`src/common/pcm_pkg.sv`:
```
// Operation
// - Four serial lines: bit clock, frame sync, data in, three-state data out.
// - Master drives bit clock and frame sync; slave takes both from the codec.
// - Slave bit clock may run up to 16 MHz; codec must not exceed it.
// - Above 12 MHz bit clock, each data burst is at most 32 bits.
// - Master bit clock is programmable between 64 kHz and 6 MHz.
// - Word length per channel 8 to 320 bits, or 640 with one channel.
// - Start position per channel set in bit clocks from frame sync edge.
// - Bit order set per channel and direction; LSB first only up to 24 bits.
// - Receive and transmit word lengths of a channel may differ.
// - Data out is high impedance whenever no word is shifted out.
// - A setting forces data out permanently to high impedance.
// - Data out starts high impedance after power-up.
// - Frame idle periods tolerated in both roles; bit clock rests at 0.
// - Master holds bit clock low from the idle start count onward.
// - Master idle ends at the idle end count; length is end minus start.
// - All data bits precede the idle start; software places idle after data.
// - Rising or falling edge operation; frame sync and data in may be inverted.
// - Falling-edge mode: frame sync sampled on falling, data in on rising edges.
// - Two channels; mu-law, A-law, linear and transparent coding, either role.
// - I2S mode: two slots per frame, left then right, up to 40 and 80 clocks.
// - Full transmit holder: selectable overwrite or discard of new samples.
// - Sample encoding A-law, mu-law 8-bit, linear 8 or 16-bit.
package pcm_pkg;

  localparam int CLK_HZ      = 100_000_000;
  localparam int BCLK_MAX_HZ = 6_000_000;
  localparam int BCLK_MIN_HZ = 64_000;
  localparam int FAST_HZ     = 12_000_000;
  localparam int HALF_MIN_I  = (CLK_HZ + 2 * BCLK_MAX_HZ - 1) / (2 * BCLK_MAX_HZ);
  localparam int HALF_MAX_I  = CLK_HZ / (2 * BCLK_MIN_HZ);
  localparam int FAST_CYC_I  = CLK_HZ / FAST_HZ;

  localparam logic [9:0] HALF_MIN = 10'(HALF_MIN_I);
  localparam logic [9:0] HALF_MAX = 10'(HALF_MAX_I);
  localparam logic [3:0] FAST_CYC = 4'(FAST_CYC_I);

  localparam logic [9:0] LEN_MIN   = 10'h008;
  localparam logic [9:0] LEN_MAX1  = 10'h280;
  localparam logic [9:0] LEN_MAX2  = 10'h140;
  localparam logic [9:0] LEN_FAST  = 10'h020;
  localparam logic [9:0] LSB_MAX   = 10'h018;

  localparam logic [7:0] OFS_CTRL  = 8'h00;
  localparam logic [7:0] OFS_DIV   = 8'h04;
  localparam logic [7:0] OFS_FRAME = 8'h08;
  localparam logic [7:0] OFS_IDLE  = 8'h0C;
  localparam logic [7:0] OFS_POS0  = 8'h10;
  localparam logic [7:0] OFS_LEN0  = 8'h18;
  localparam logic [7:0] OFS_TX0   = 8'h20;
  localparam logic [7:0] OFS_RX0   = 8'h28;
  localparam logic [7:0] OFS_STAT  = 8'h30;

  localparam int C_EN     = 0;
  localparam int C_MASTER = 1;
  localparam int C_EDGE   = 2;
  localparam int C_FSINV  = 3;
  localparam int C_DINV   = 4;
  localparam int C_HIZ    = 5;
  localparam int C_TWO    = 6;
  localparam int C_I2S    = 7;
  localparam int C_COD    = 8;
  localparam int C_OVF    = 10;
  localparam int C_TXLSB  = 11;
  localparam int C_RXLSB  = 13;
  localparam int S_DROP   = 4;

  localparam logic [14:0] CTRL_RST  = 15'h0020;
  localparam logic [9:0]  DIV_RST   = 10'h032;
  localparam logic [10:0] FRAME_RST = 11'h064;
  localparam logic [9:0]  LEN_RST   = 10'h008;
  localparam logic [7:0]  ALAW_MASK = 8'h55;

  localparam logic [1:0] RESP_OK  = 2'h0;
  localparam logic [1:0] RESP_ERR = 2'h2;

  typedef enum logic [1:0] {
    COD_TRANSP = 2'h0,
    COD_LIN    = 2'h1,
    COD_ALAW   = 2'h2,
    COD_MULAW  = 2'h3
  } coding_t;

endpackage

```
`src/logic/pcm_codec_port.sv`:
```
// Design decisions made here: register access over AXI4-Lite and the register addresses.
module pcm_codec_port
  import pcm_pkg::*;
#(
  parameter int SAMPLE_W = 32
)(
  input  wire logic        aclk,
  input  wire logic        aresetn,
  input  wire logic [7:0]  s_axi_awaddr,
  input  wire logic        s_axi_awvalid,
  output logic             s_axi_awready,
  input  wire logic [31:0] s_axi_wdata,
  input  wire logic [3:0]  s_axi_wstrb,
  input  wire logic        s_axi_wvalid,
  output logic             s_axi_wready,
  output logic [1:0]       s_axi_bresp,
  output logic             s_axi_bvalid,
  input  wire logic        s_axi_bready,
  input  wire logic [7:0]  s_axi_araddr,
  input  wire logic        s_axi_arvalid,
  output logic             s_axi_arready,
  output logic [31:0]      s_axi_rdata,
  output logic [1:0]       s_axi_rresp,
  output logic             s_axi_rvalid,
  input  wire logic        s_axi_rready,
  input  wire logic        bclk_i,
  output logic             bclk_o,
  output logic             bclk_oe,
  input  wire logic        fsync_i,
  output logic             fsync_o,
  output logic             fsync_oe,
  input  wire logic        din,
  output logic             dout_o,
  output logic             dout_oe
);

  if (SAMPLE_W < 24 || SAMPLE_W > 32)
  begin : g_bad_w
    $error("SAMPLE_W must lie between 24 and 32");
  end

  function automatic logic map_hit(input logic [7:0] a);
    return (a[1:0] == 2'h0) && (a <= OFS_STAT);
  endfunction

  function automatic logic [31:0] merge(input logic [31:0] o, input logic [31:0] n, input logic [3:0] s);
    for (int b = 0; b < 4; b++)
      if (s[b])
        o[8*b +: 8] = n[8*b +: 8];
    return o;
  endfunction

  // Clamp keeps a bad setting from running a window past what the pins allow
  function automatic logic [9:0] len_eff(input logic [9:0] l, input logic two, input logic fast);
    logic [9:0] m;
    m = fast ? LEN_FAST : (two ? LEN_MAX2 : LEN_MAX1);
    if (l < LEN_MIN)
      l = LEN_MIN;
    return (l > m) ? m : l;
  endfunction

  // Companding is applied on the low byte only: software supplies log codes
  function automatic logic [SAMPLE_W-1:0] code(input logic [SAMPLE_W-1:0] w, input coding_t c);
    if (c == COD_ALAW)
      w[7:0] = w[7:0] ^ ALAW_MASK;
    else if (c == COD_MULAW)
      w[7:0] = ~w[7:0];
    return w;
  endfunction

  logic [14:0]         ctrl;
  logic [9:0]          half;
  logic [10:0]         frame_len;
  logic [10:0]         idle_start;
  logic [10:0]         idle_end;
  logic [10:0]         pos [2];
  logic [9:0]          tx_len [2];
  logic [9:0]          rx_len [2];
  logic [7:0]          aw_q;
  logic [31:0]         w_q;
  logic [3:0]          s_q;
  logic                aw_full;
  logic                w_full;
  wire  [1:0]          tx_full;
  wire  [1:0]          rx_valid;
  wire  [1:0]          tx_drop;
  wire  [1:0]          tx_win;
  wire  [1:0]          tx_bit;
  wire  [SAMPLE_W-1:0] rx_word [2];

  wire     en     = ctrl[C_EN];
  wire     master = ctrl[C_MASTER];
  wire     two_ch = ctrl[C_TWO];
  coding_t cod;
  assign cod = coding_t'(ctrl[C_COD +: 2]);

  wire wr_go = aw_full & w_full & ~s_axi_bvalid;
  wire rd_go = s_axi_arvalid & s_axi_arready;

  always_ff @(posedge aclk)
    if (!aresetn)
    begin
      aw_full       <= 1'b0;
      w_full        <= 1'b0;
      aw_q          <= 8'h00;
      w_q           <= 32'h0;
      s_q           <= 4'h0;
      s_axi_awready <= 1'b1;
      s_axi_wready  <= 1'b1;
      s_axi_bvalid  <= 1'b0;
      s_axi_bresp   <= RESP_OK;
    end
    else
    begin
      if (s_axi_awvalid && s_axi_awready)
      begin
        aw_q          <= s_axi_awaddr;
        aw_full       <= 1'b1;
        s_axi_awready <= 1'b0;
      end
      if (s_axi_wvalid && s_axi_wready)
      begin
        w_q          <= s_axi_wdata;
        s_q          <= s_axi_wstrb;
        w_full       <= 1'b1;
        s_axi_wready <= 1'b0;
      end
      if (wr_go)
      begin
        aw_full      <= 1'b0;
        w_full       <= 1'b0;
        s_axi_bvalid <= 1'b1;
        s_axi_bresp  <= map_hit(aw_q) ? RESP_OK : RESP_ERR;
      end
      if (s_axi_bvalid && s_axi_bready)
      begin
        s_axi_bvalid  <= 1'b0;
        s_axi_awready <= 1'b1;
        s_axi_wready  <= 1'b1;
      end
    end

  // Configuration store; holder writes and flag clears live with each channel
  always_ff @(posedge aclk)
    if (!aresetn)
    begin
      ctrl       <= CTRL_RST;
      half       <= DIV_RST;
      frame_len  <= FRAME_RST;
      idle_start <= 11'h000;
      idle_end   <= 11'h000;
      for (int i = 0; i < 2; i++)
      begin
        pos[i]    <= 11'h000;
        tx_len[i] <= LEN_RST;
        rx_len[i] <= LEN_RST;
      end
    end
    else if (wr_go)
      case (aw_q)
        OFS_CTRL:  ctrl <= 15'(merge(32'(ctrl), w_q, s_q));
        OFS_DIV:
        begin
          logic [9:0] d;
          d = 10'(merge(32'(half), w_q, s_q));
          half <= (d < HALF_MIN) ? HALF_MIN : ((d > HALF_MAX) ? HALF_MAX : d);
        end
        OFS_FRAME: frame_len <= 11'(merge(32'(frame_len), w_q, s_q));
        OFS_IDLE:
        begin
          logic [31:0] v;
          v = merge({5'h0, idle_end, 5'h0, idle_start}, w_q, s_q);
          idle_start <= v[10:0];
          idle_end   <= v[26:16];
        end
        OFS_POS0, OFS_POS0 + 8'h04:
          pos[aw_q[2]] <= 11'(merge(32'(pos[aw_q[2]]), w_q, s_q));
        OFS_LEN0, OFS_LEN0 + 8'h04:
        begin
          logic [31:0] v;
          v = merge({6'h0, rx_len[aw_q[2]], 6'h0, tx_len[aw_q[2]]}, w_q, s_q);
          tx_len[aw_q[2]] <= v[9:0];
          rx_len[aw_q[2]] <= v[25:16];
        end
        default: ;
      endcase

  logic bclk_s1, bclk_s2, bclk_s3, fs_s1, fs_s2, din_s1, din_s2;

  always_ff @(posedge aclk)
    if (!aresetn)
      {bclk_s1, bclk_s2, bclk_s3, fs_s1, fs_s2, din_s1, din_s2} <= 7'h00;
    else
    begin
      bclk_s1 <= bclk_i;
      bclk_s2 <= bclk_s1;
      bclk_s3 <= bclk_s2;
      fs_s1   <= fsync_i;
      fs_s2   <= fs_s1;
      din_s1  <= din;
      din_s2  <= din_s1;
    end

  logic [9:0]  div_cnt;
  logic        phase;
  logic [10:0] timer;
  logic        fs_prev;
  logic        idle;
  logic [3:0]  per_cnt;
  logic        fast;

  // The divider runs through idle so the timer keeps counting bit periods
  wire half_tick = master & en & (div_cnt == half - 10'h001);

  always_ff @(posedge aclk)
    if (!aresetn || !master || !en)
    begin
      div_cnt <= 10'h000;
      phase   <= 1'b0;
    end
    else if (half_tick)
    begin
      div_cnt <= 10'h000;
      phase   <= ~phase;
    end
    else
      div_cnt <= div_cnt + 10'h001;

  wire rise_ev = master ? (half_tick & ~phase) : (bclk_s2 & ~bclk_s3);
  wire fall_ev = master ? (half_tick & phase) : (~bclk_s2 & bclk_s3);
  wire ev_a    = ctrl[C_EDGE] ? fall_ev : rise_ev;
  wire ev_b    = ctrl[C_EDGE] ? rise_ev : fall_ev;

  wire        fs_lvl     = (master ? fsync_o : fs_s2) ^ ctrl[C_FSINV];
  wire        start      = ev_a & fs_lvl & ~fs_prev;
  wire [10:0] next_timer = start ? 11'h000 : ((&timer) ? timer : timer + 11'h001);
  wire        next_idle  = master & (next_timer >= idle_start) & (next_timer < idle_end);
  wire        fs_gen     = (next_timer == frame_len - 11'h001)
                         | (ctrl[C_I2S] & (next_timer < (frame_len >> 1) - 11'h001));

  always_ff @(posedge aclk)
    if (!aresetn || !en)
    begin
      timer   <= 11'h000;
      fs_prev <= 1'b0;
      idle    <= 1'b0;
    end
    else if (ev_a)
    begin
      timer   <= next_timer;
      fs_prev <= fs_lvl;
      idle    <= next_idle;
    end

  always_ff @(posedge aclk)
    if (!aresetn)
    begin
      bclk_o   <= 1'b0;
      bclk_oe  <= 1'b0;
      fsync_o  <= 1'b0;
      fsync_oe <= 1'b0;
    end
    else
    begin
      bclk_oe  <= master & en;
      fsync_oe <= master & en;
      // Idle is taken from the next timer value so no runt pulse leaks out
      bclk_o   <= master & en & (half_tick ? ~phase : phase)
                & ~(ev_a ? next_idle : idle);
      if (!master || !en)
        fsync_o <= ctrl[C_FSINV];
      else if (ev_a)
        fsync_o <= fs_gen ^ ctrl[C_FSINV];
    end

  // Slave rate watch: a period of FAST_CYC aclk or less is above 12 MHz
  always_ff @(posedge aclk)
    if (!aresetn || master)
    begin
      per_cnt <= 4'h0;
      fast    <= 1'b0;
    end
    else if (rise_ev)
    begin
      per_cnt <= 4'h0;
      fast    <= (per_cnt < FAST_CYC);
    end
    else if (per_cnt != 4'hF)
      per_cnt <= per_cnt + 4'h1;

  for (genvar i = 0; i < 2; i++)
  begin : g_ch
    logic [SAMPLE_W-1:0] hold, shadow, sh, nsh, word;
    logic                full, drop, valid;
    wire        act    = (i == 0) | two_ch;
    wire [9:0]  tl     = len_eff(tx_len[i], two_ch, fast);
    wire [9:0]  rl     = len_eff(rx_len[i], two_ch, fast);
    wire        tx_lsb = ctrl[C_TXLSB + i] & (tl <= LSB_MAX);
    wire        rx_lsb = ctrl[C_RXLSB + i] & (rl <= LSB_MAX);
    wire [10:0] kt     = next_timer - pos[i];
    wire [10:0] kr     = timer - pos[i];
    wire        in_tx  = act & en & (next_timer >= pos[i]) & (kt < {1'b0, tl});
    wire        in_rx  = act & en & (timer >= pos[i]) & (kr < {1'b0, rl});
    wire [10:0] idx    = tx_lsb ? kt : {1'b0, tl} - 11'h001 - kt;
    wire [SAMPLE_W-1:0] src = start ? code(hold, cod) : shadow;
    wire        wr_tx  = wr_go & (aw_q == OFS_TX0 + 8'(4 * i));
    wire        d_in   = din_s2 ^ ctrl[C_DINV];

    assign tx_win[i]  = in_tx;
    assign tx_bit[i]  = (idx < 11'(SAMPLE_W)) ? src[idx[4:0]] : 1'b0;
    assign tx_full[i] = full;
    assign tx_drop[i] = drop;
    assign rx_valid[i] = valid;
    assign rx_word[i] = word;

    always_ff @(posedge aclk)
      if (!aresetn)
      begin
        hold   <= '0;
        shadow <= '0;
        full   <= 1'b0;
        drop   <= 1'b0;
      end
      else
      begin
        if (ev_a && start)
        begin
          shadow <= code(hold, cod);
          full   <= 1'b0;
        end
        if (wr_go && aw_q == OFS_STAT && s_q[0] && w_q[S_DROP + i])
          drop <= 1'b0;
        if (wr_tx && full && !ctrl[C_OVF])
          drop <= 1'b1;
        else if (wr_tx)
        begin
          hold <= SAMPLE_W'(w_q);
          full <= 1'b1;
        end
      end

    always_comb
    begin
      nsh = (kr == 11'h000) ? '0 : sh;
      if (!rx_lsb)
        nsh = {nsh[SAMPLE_W-2:0], d_in};
      else if (kr < 11'(SAMPLE_W))
        nsh[kr[4:0]] = d_in;
    end

    always_ff @(posedge aclk)
      if (!aresetn)
      begin
        sh    <= '0;
        word  <= '0;
        valid <= 1'b0;
      end
      else
      begin
        if (ev_b && in_rx)
          sh <= nsh;
        if (ev_b && in_rx && kr == {1'b0, rl} - 11'h001)
        begin
          word  <= code(nsh, cod);
          valid <= 1'b1;
        end
        else if (rd_go && s_axi_araddr == OFS_RX0 + 8'(4 * i))
          valid <= 1'b0;
      end
  end

  always_ff @(posedge aclk)
    if (!aresetn)
    begin
      dout_o  <= 1'b0;
      dout_oe <= 1'b0;
    end
    else if (!en || ctrl[C_HIZ])
      dout_oe <= 1'b0;
    else if (ev_a)
    begin
      dout_o  <= |(tx_bit & tx_win);
      dout_oe <= |tx_win;
    end

  always_ff @(posedge aclk)
    if (!aresetn)
    begin
      s_axi_arready <= 1'b1;
      s_axi_rvalid  <= 1'b0;
      s_axi_rdata   <= 32'h0;
      s_axi_rresp   <= RESP_OK;
    end
    else if (rd_go)
    begin
      s_axi_arready <= 1'b0;
      s_axi_rvalid  <= 1'b1;
      s_axi_rresp   <= map_hit(s_axi_araddr) ? RESP_OK : RESP_ERR;
      case (s_axi_araddr)
        OFS_CTRL:          s_axi_rdata <= 32'(ctrl);
        OFS_DIV:           s_axi_rdata <= 32'(half);
        OFS_FRAME:         s_axi_rdata <= 32'(frame_len);
        OFS_IDLE:          s_axi_rdata <= {5'h0, idle_end, 5'h0, idle_start};
        OFS_POS0:          s_axi_rdata <= 32'(pos[0]);
        OFS_POS0 + 8'h04:  s_axi_rdata <= 32'(pos[1]);
        OFS_LEN0:          s_axi_rdata <= {6'h0, rx_len[0], 6'h0, tx_len[0]};
        OFS_LEN0 + 8'h04:  s_axi_rdata <= {6'h0, rx_len[1], 6'h0, tx_len[1]};
        OFS_RX0:           s_axi_rdata <= 32'(rx_word[0]);
        OFS_RX0 + 8'h04:   s_axi_rdata <= 32'(rx_word[1]);
        OFS_STAT:          s_axi_rdata <= {13'h0, timer, fast, idle, tx_drop, rx_valid, tx_full};
        default:           s_axi_rdata <= 32'h0;
      endcase
    end
    else if (s_axi_rvalid && s_axi_rready)
    begin
      s_axi_rvalid  <= 1'b0;
      s_axi_arready <= 1'b1;
    end
endmodule // pcm_codec_port

```
`config.mk`:
```
export PLATFORM = sky130hd
export DESIGN_NAME = pcm_codec_port
export DESIGN_NICKNAME = d
export VERILOG_FILES = /design/src/common/pcm_pkg.sv /design/src/logic/pcm_codec_port.sv
export SDC_FILE = /design/constraint.sdc
export NUM_CORES = 2
export LEC_CHECK = 0
export ABC_AREA = 0
export BUFFER_PORTS_ARGS = -buffer_cell sky130_fd_sc_hd__buf_2
export CAP_MARGIN = 10
export CORE_UTILIZATION = 38
export DETAILED_ROUTE_END_ITERATION = 10
export HOLD_SLACK_MARGIN = 0.03
export SETUP_SLACK_MARGIN = 0.05
export SLEW_MARGIN = 0
export SYNTH_ARGS = -nofsm -noshare
export SYNTH_HDL_FRONTEND = slang
export SYNTH_SLANG_ARGS = --single-unit
export TNS_END_PERCENT = 50
```
`constraint.sdc`:
```
create_clock -name aclk -period 17.14 [get_ports aclk]
set_input_delay 0 -clock aclk [delete_from_list [all_inputs] [get_ports aclk]]
set_output_delay 0 -clock aclk [all_outputs]
set_load 0.05 [all_outputs]
```
### Yosys cells after proc, flatten, opt, wreduce, memory -nomap -nowiden

Memories as Yosys holds them, arrays and structs flattened.
Index checks and enable logic that the tools add are counted.
W data, S select, Z words.

| storage, ports and cells | value |
|---|---|
| memories | 3 |
| bits in writable memories | 62 |
| register bits after elaboration | 448 |
| logic and storage cells | 399 |

| cells by class | value |
|---|---|
| muxes and demuxes | 124 |
| add/sub/neg operators | 16 |
| order comparisons | 38 |
| bitwise operators | 54 |
| reduce and logical (&&, ||, !) cells | 76 |
| equal/unequal tests | 33 |

Memories:

| name | words | bits a word | read ports | clocked after Yosys merged registers in | write ports | line | text |
|---|---|---|---|---|---|---|---|
| pos | 2 | 11 | 2 | 0 | 2 | pcm_codec_port.sv:76 | `logic [10:0] pos [2];` |
| rx_len | 2 | 10 | 2 | 0 | 2 | pcm_codec_port.sv:78 | `logic [9:0] rx_len [2];` |
| tx_len | 2 | 10 | 2 | 0 | 2 | pcm_codec_port.sv:77 | `logic [9:0] tx_len [2];` |

Operator list:

| cell | number |
|---|---|
| $pmux W32 S11 | 1 |
| $mux W32 | 8 |
| $mux W8 | 24 |
| $mux W10 | 14 |
| $sub A11 B11 Y11 | 6 |
| $bwmux W32 | 2 |
| $eq A8 B5 Y1 const B | 8 |
| $ge A11 B11 Y1 | 5 |
| $mux W11 | 5 |
| $sub A10 B1 Y11 const B | 5 |
| $lt A10 B4 Y1 const B | 5 |
| $eq A8 B6 Y1 const B | 6 |
| $mux W1 | 45 |
| $lt A11 B10 Y1 | 4 |
| $lt A11 B6 Y1 const B | 4 |
| $gt A10 B10 Y1 | 4 |
| $le A10 B5 Y1 const B | 4 |
| $mux W2 | 17 |
| $eq A11 B11 Y1 | 3 |
| $eq A8 B4 Y1 const B | 4 |
| $not A8 Y8 | 4 |
| $and A1 B1 Y1 | 31 |
| $ne A4 B4 Y1 const B | 7 |
| $lt A5 B6 Y1 const B | 4 |
| 34 further kinds | 121 |

### Logic depth before layout (Yosys ltp)

| logic depth | value |
|---|---|
| word-level depth | 17 |
| gate-level depth with buffers | 33 |
| mapped depth without buffers | 32 |

### Worst setup path after synthesis

No wires, ideal clock.

| path | value |
|---|---|
| path type | register to register |
| from | reg half[0] |
| to | reg dout_o |
| required time | 17.010 ns |
| setup slack | 10.636 ns |
| cell stages (with the launch flop) | 31 |
| data arrival time | 6.374 ns |
| library setup time | 0.130 ns |
| path through | dfxtp_1 -> nor3_1 -> nand3_1 -> xor2_1 -> o21ai_0 -> o21ai_0 -> nor3_1 -> ha_1 -> mux2_1 -> a211oi_1 -> nor2_1 -> clkbuf_1 -> buf_2 -> nor2_1 -> ha_1 -> nor2b_1 -> nand2_1 -> a221o_1 -> and4_1 -> nor2_1 -> inv_1 -> ha_1 -> a21boi_0 -> nor2_1 -> nor2_1 -> a21oi_1 -> mux2_2 -> o2111ai_1 -> o211ai_1 -> a41oi_1 -> o41ai_1 |

| on the way | value |
|---|---|
| word-level cells in the longest chain between the ends | 17 |
| elaborated cells on any way between the ends | 38 |
| those cells by class | add/sub (5); order compare (6); eq/ne (1); mux (14); bitwise (10); reduce/logical (2) |

Ends and longest elaborated chain:

| item | line | text |
|---|---|---|
| start: declaration | pcm_codec_port.sv:72 | `logic [9:0] half;` |
| start signal: assignment | pcm_codec_port.sv:166 | `half <= (d < HALF_MIN) ? HALF_MIN : ((d > HALF_MAX) ? HALF_MAX : d);` |
| $sub A10 B1 Y10 * | pcm_codec_port.sv:213 | `wire half_tick = master & en & (div_cnt == half - 10'h001);` |
| $eq A10 B10 Y1 * | pcm_codec_port.sv:213 |  |
| $and A1 B1 Y1 * | pcm_codec_port.sv:213 |  |
| $and A1 B1 Y1, on equally long branches | pcm_codec_port.sv:229, pcm_codec_port.sv:230 |  |
| $mux W1, on equally long branches | pcm_codec_port.sv:229, pcm_codec_port.sv:230 |  |
| $mux W1 * | pcm_codec_port.sv:231 | `wire ev_a = ctrl[C_EDGE] ? fall_ev : rise_ev;` |
| $and A1 B1 Y1 * (2 in series) | pcm_codec_port.sv:235 | `wire start = ev_a & fs_lvl & ~fs_prev;` |
| $mux W11 * | pcm_codec_port.sv:236 | `wire [10:0] next_timer = start ? 11'h000 : ((&timer) ? timer : timer + 11'h001);` |
| via next_timer[3] | pcm_codec_port.sv:236 |  |
| $sub A11 B11 Y11 | pcm_codec_port.sv:300 | `wire [10:0] kt = next_timer - pos[i];` |
| $sub A11 B11 Y11 | pcm_codec_port.sv:304 | `wire [10:0] idx = tx_lsb ? kt : {1'b0, tl} - 11'h001 - kt;` |
| $mux W11 | pcm_codec_port.sv:304 |  |
| $bmux W1 S5 | pcm_codec_port.sv:310 | `assign tx_bit[i] = (idx < 11'(SAMPLE_W)) ? src[idx[4:0]] : 1'b0;` |
| $mux W1 (not written as such) | pcm_codec_port.sv:310 |  |
| $mux W1 | pcm_codec_port.sv:310 |  |
| $and A2 B2 Y2 * | pcm_codec_port.sv:382 | `dout_o <= \|(tx_bit & tx_win);` |
| $reduce_or A2 Y1 * | pcm_codec_port.sv:382 |  |
| end signal: assignment | pcm_codec_port.sv:382 |  |
| end: declaration | pcm_codec_port.sv:33 | `output logic dout_o,` |

Mark *: on every way through the listed nets, which the timed path passes. The rest lies on a longest branch. The select of a mux whose other input is x is not followed.
A chain may end at the register's enable or synchronous reset.

### Worst setup path in the final report

| path | value |
|---|---|
| from | reg half[1] |
| to | reg dout_o |

The elaborated chain is that of the path after synthesis.

==> impl_metrics.toml <==
[clocking]
clock_slew_seen_by_the_registers_of_the_worst_setup_and_hold_paths_ps = 70
clk-insertion-delay-late_ps = 660
htreeDepth = 2
cts_root_buffer = "clkbuf_16"
cts_setup_buffers = 0
clock-sinks = 508
cts_inserted_buffers = 57
cts_max_path_buffers = 3
post_cts_resized = 0
cts_tree = "done"
postCtsHoldBufs = 72

[critical_path]
critical_path.startpoint_type = "flip-flop"
type_of_element_capturing_the_critical_path = "flip-flop"
crit_top_cell = "nor2_1"
cp_data_arrival_time_ps = 8740
cpPeakStageDelay_ps = 680
critPathSlowestCell = "buf_4"
worstPathBufferInverterCount = 3
timing_worst_setup_path_type = "flip-flop to flip-flop"
setup.reg_to_reg.worst_slack_ps = 8910
regToRegEndpoint = "dout_o"
timing.critical_path.max_delay_family = "simple AND/OR/NAND/NOR gates"
critPathRequiredTime_ps = 17660
worstReg2RegStart = "half[1]"
path_depth = 30
crit_path_max_fanout = 72
r2r.worst_path.cells = 30

[synthesis]
post_synth_num_cell_types = 112
yosysWarningCount = 0
synth_enable_flop_cells = 62
post_synth_instance_area_mm2 = 0.0306
async_reset_ff_share_pct = 0
synth-simple-area-share_pct = 22.0
ys_seq_area_share_pct = 35.2
syn_avg_cell_area_um2 = 8.03
synth-compound-area-share_pct = 21.4
post_synth_xor_area_fraction_pct = 4.22
most_common_flop_cell_mapped_by_yosys = "dfxtp_1"
synth_mux_area_share_pct = 4.70
number_of_flip_flops_and_latches_in_the_synthesized_netlist = 508
synth_cells = 3811
synth_top_family_by_area = "simple AND/OR/NAND/NOR gates"
synth-adder-area-share_pct = 7.07

[hold_path]
worstHoldPathCells = 5
endpoint_worst_hold = "s_axi_rdata[10]"
hold_path_origin = "s_axi_arvalid"
hold_path.class = "primary input to flip-flop"

[finish]
mostFrequentLayoutCells = "570 x nand2_1, 446 x dfxtp_1, 363 x a21oi_1, 315 x nor2_1, 170 x inv_1"
drive_gt1_share_pct = 9.31
commonest_non_fill_non_tap_cell_in_the_layout = "nand2_1"
finalNetCount = 4102
layoutNonFillerInstCount = 4974
layout-area-overhead-vs-synth_pct = 13.8

[floorplanning]
die-width_um = 286
rows = 103
fp.dieArea_mm2 = 0.0817
dieHeight_um = 286
start_util_pct = 38.6
io_pins = 109
floorplan.core_area_mm2 = 0.0794

[sta]
fmaxAchievable_mhz = 122
worst-slew-pin-transition_ps = 1300
period_minus_slack_ps = 8230
maxSlewViolCount = 0
number_of_setup_violations_in_the_final_report = 0
relSlewSlack_pct = 13.2
timing.clock.skew_ps = 50.0
setup_tns_ps = 0
fin_crit_sh_pct = 48.0
rsz0062_at_grt = "no"
timing.final.hold_violations = 0

[outcome]
outcome = "complete, no violations"

[power_and_ir_drop]
share_seq_of_total_power_pct = 42.9
power_per_cell_area_mw_per_mm2 = 84.6
p_sw_mw = 0.805
power_frac_clock_pct = 46.0
sw_frac_of_total_pct = 27.3
combinationalPowerShare_pct = 11.0
worst_supply_voltage_drop_on_vdd_mv = 0.0833
internal_power_mw = 2.14
p_leak_nw = 12.8

[place]
numPortBuffers = 106
dpl.hpwl_um = 83000
placedCellCount = 4792
gp_congestion = 0.981

[global_routing]
first_global_vias = 26900
grt_antenna_before_repair = 3
gr-usage-all-layers_pct = 27.4
grt.overflow.total = 0
maximum_number_of_pins_on_one_net_before_global_route_repair = 117
wire_length_of_the_first_global_routing_pass_um = 171000

[route]
vias = 29200
wire_per_inst_um = 23.1
drt-vias-per-instance = 5.86
drcViolationCount = 0
drt_pass1_iterations = 6
drtIter0Drc = 3298
drtAntennaViolNets = 0
routed_wirelength_um = 115000

[job]
maxCapViolCount = 0
-- through the flow --
stage | setup WS (ps) | hold WS (ps) | power [mW] | utilization (%) | cell area (um^2)
after floorplan | 10640 | 100 | 1.49 | - | 30600
after CTS | 8960 | 47.6 | 2.95 | 43.9 | 34800
after detailed placement | 8980 | 211 | 1.59 | 40.4 | 32000
after global routing | 8160 | 107 | 3.04 | 43.9 | 34800
final | 8910 | 79.8 | 2.95 | 43.9 | 34800
after global placement | 9040 | 205 | 1.59 | 40.4 | 32000
-- power by group through the flow --
stage / Sequential, mW / Combinational (mW) / Clock, mW
after floorplan: 1.28 / 0.205 / 0
after global placement: 1.29 / 0.303 / 0
after detailed placement: 1.29 / 0.306 / 0
after CTS: 1.26 / 0.320 / 1.37
after global routing: 1.27 / 0.354 / 1.42
final: 1.27 / 0.325 / 1.36
-- worst register-to-register path, delay by kind of cell, from the launching register on --
kind            cells  cell delay [ps]
xor+xnor            1              180
flops               1              370
buf+inv             3             1060
simple gates       11             2810
compound gates     10             2070
mux                 2              570
fa+ha+maj           3             1040
-- layer usage --
layer	global-route usage (%)	part of all wire (%)	vias up
li1	-	-	13800
met1	37.8	43	13800
met2	42.6	43	1339
met3	4.70	9.1	236
met4	10.2	4.3	0
met5	0	0	-
-- sequential cells by signal (all words and copies together) (netlist names), 2 cells and up --
signal       count
g_ch.hold       64
g_ch.sh         64
g_ch.shadow     64
g_ch.word       64
s_axi_rdata     32
w_q             32
pos             22
rx_len          20
tx_len          20
ctrl            15
frame_len       11
idle_end        11
idle_start      11
timer           11
div_cnt         10
half            10
aw_q             8
per_cnt          4
s_q              4
g_ch.drop        2
g_ch.full        2
g_ch.valid       2
-- worst max path at each step --
stage          startpoint      to
2_1_floorplan     half[0]  dout_o
3_3_place_gp      half[0]  dout_o
3_5_place_dp      half[1]  dout_o
4_1_cts           half[1]  dout_o
5_1_grt           half[1]  dout_o
6_report          half[1]  dout_o
-- cell usage after synthesis (all sizes together) (62+ instances only) --
| cell | number | area [um^2] |
|---|---|---|
| nand2 | 573 | 2150 |
| dfxtp | 446 | 8930 |
| a21oi | 368 | 1860 |
| nor2 | 320 | 1200 |
| clkbuf | 206 | 774 |
| inv | 170 | 638 |
| ha | 161 | 2010 |
| o21ai | 139 | 699 |
| nand3 | 117 | 591 |
| mux2i | 113 | 1150 |
| nor3 | 94 | 497 |
| xnor2 | 92 | 821 |
| and2 | 72 | 450 |
| a211oi | 70 | 596 |
| a22oi | 64 | 480 |
| edfxtp | 62 | 1860 |
-- final cells by class --
class	instances	area, um^2
fill	7920	44600
multi-input combinational	2892	18300
sequential	508	10800
timing repair buffer	240	1720
clock buffer	78	1660
tap	1050	1310
inverter	174	662
clock inverter	30	403
antenna	2	5.00
-- kinds of logic (layout without fill, tap and decap cells) --
family | Yosys count | in the layout
fa+ha+maj | 170 | 170
xor+xnor | 145 | 145
other cells | 1 | 4
simple gates | 1441 | 1441
mux | 136 | 136
compound gates | 998 | 998
buf+inv | 412 | 522
flops | 508 | 508
Note: power is estimated with default switching activity, not from simulation.
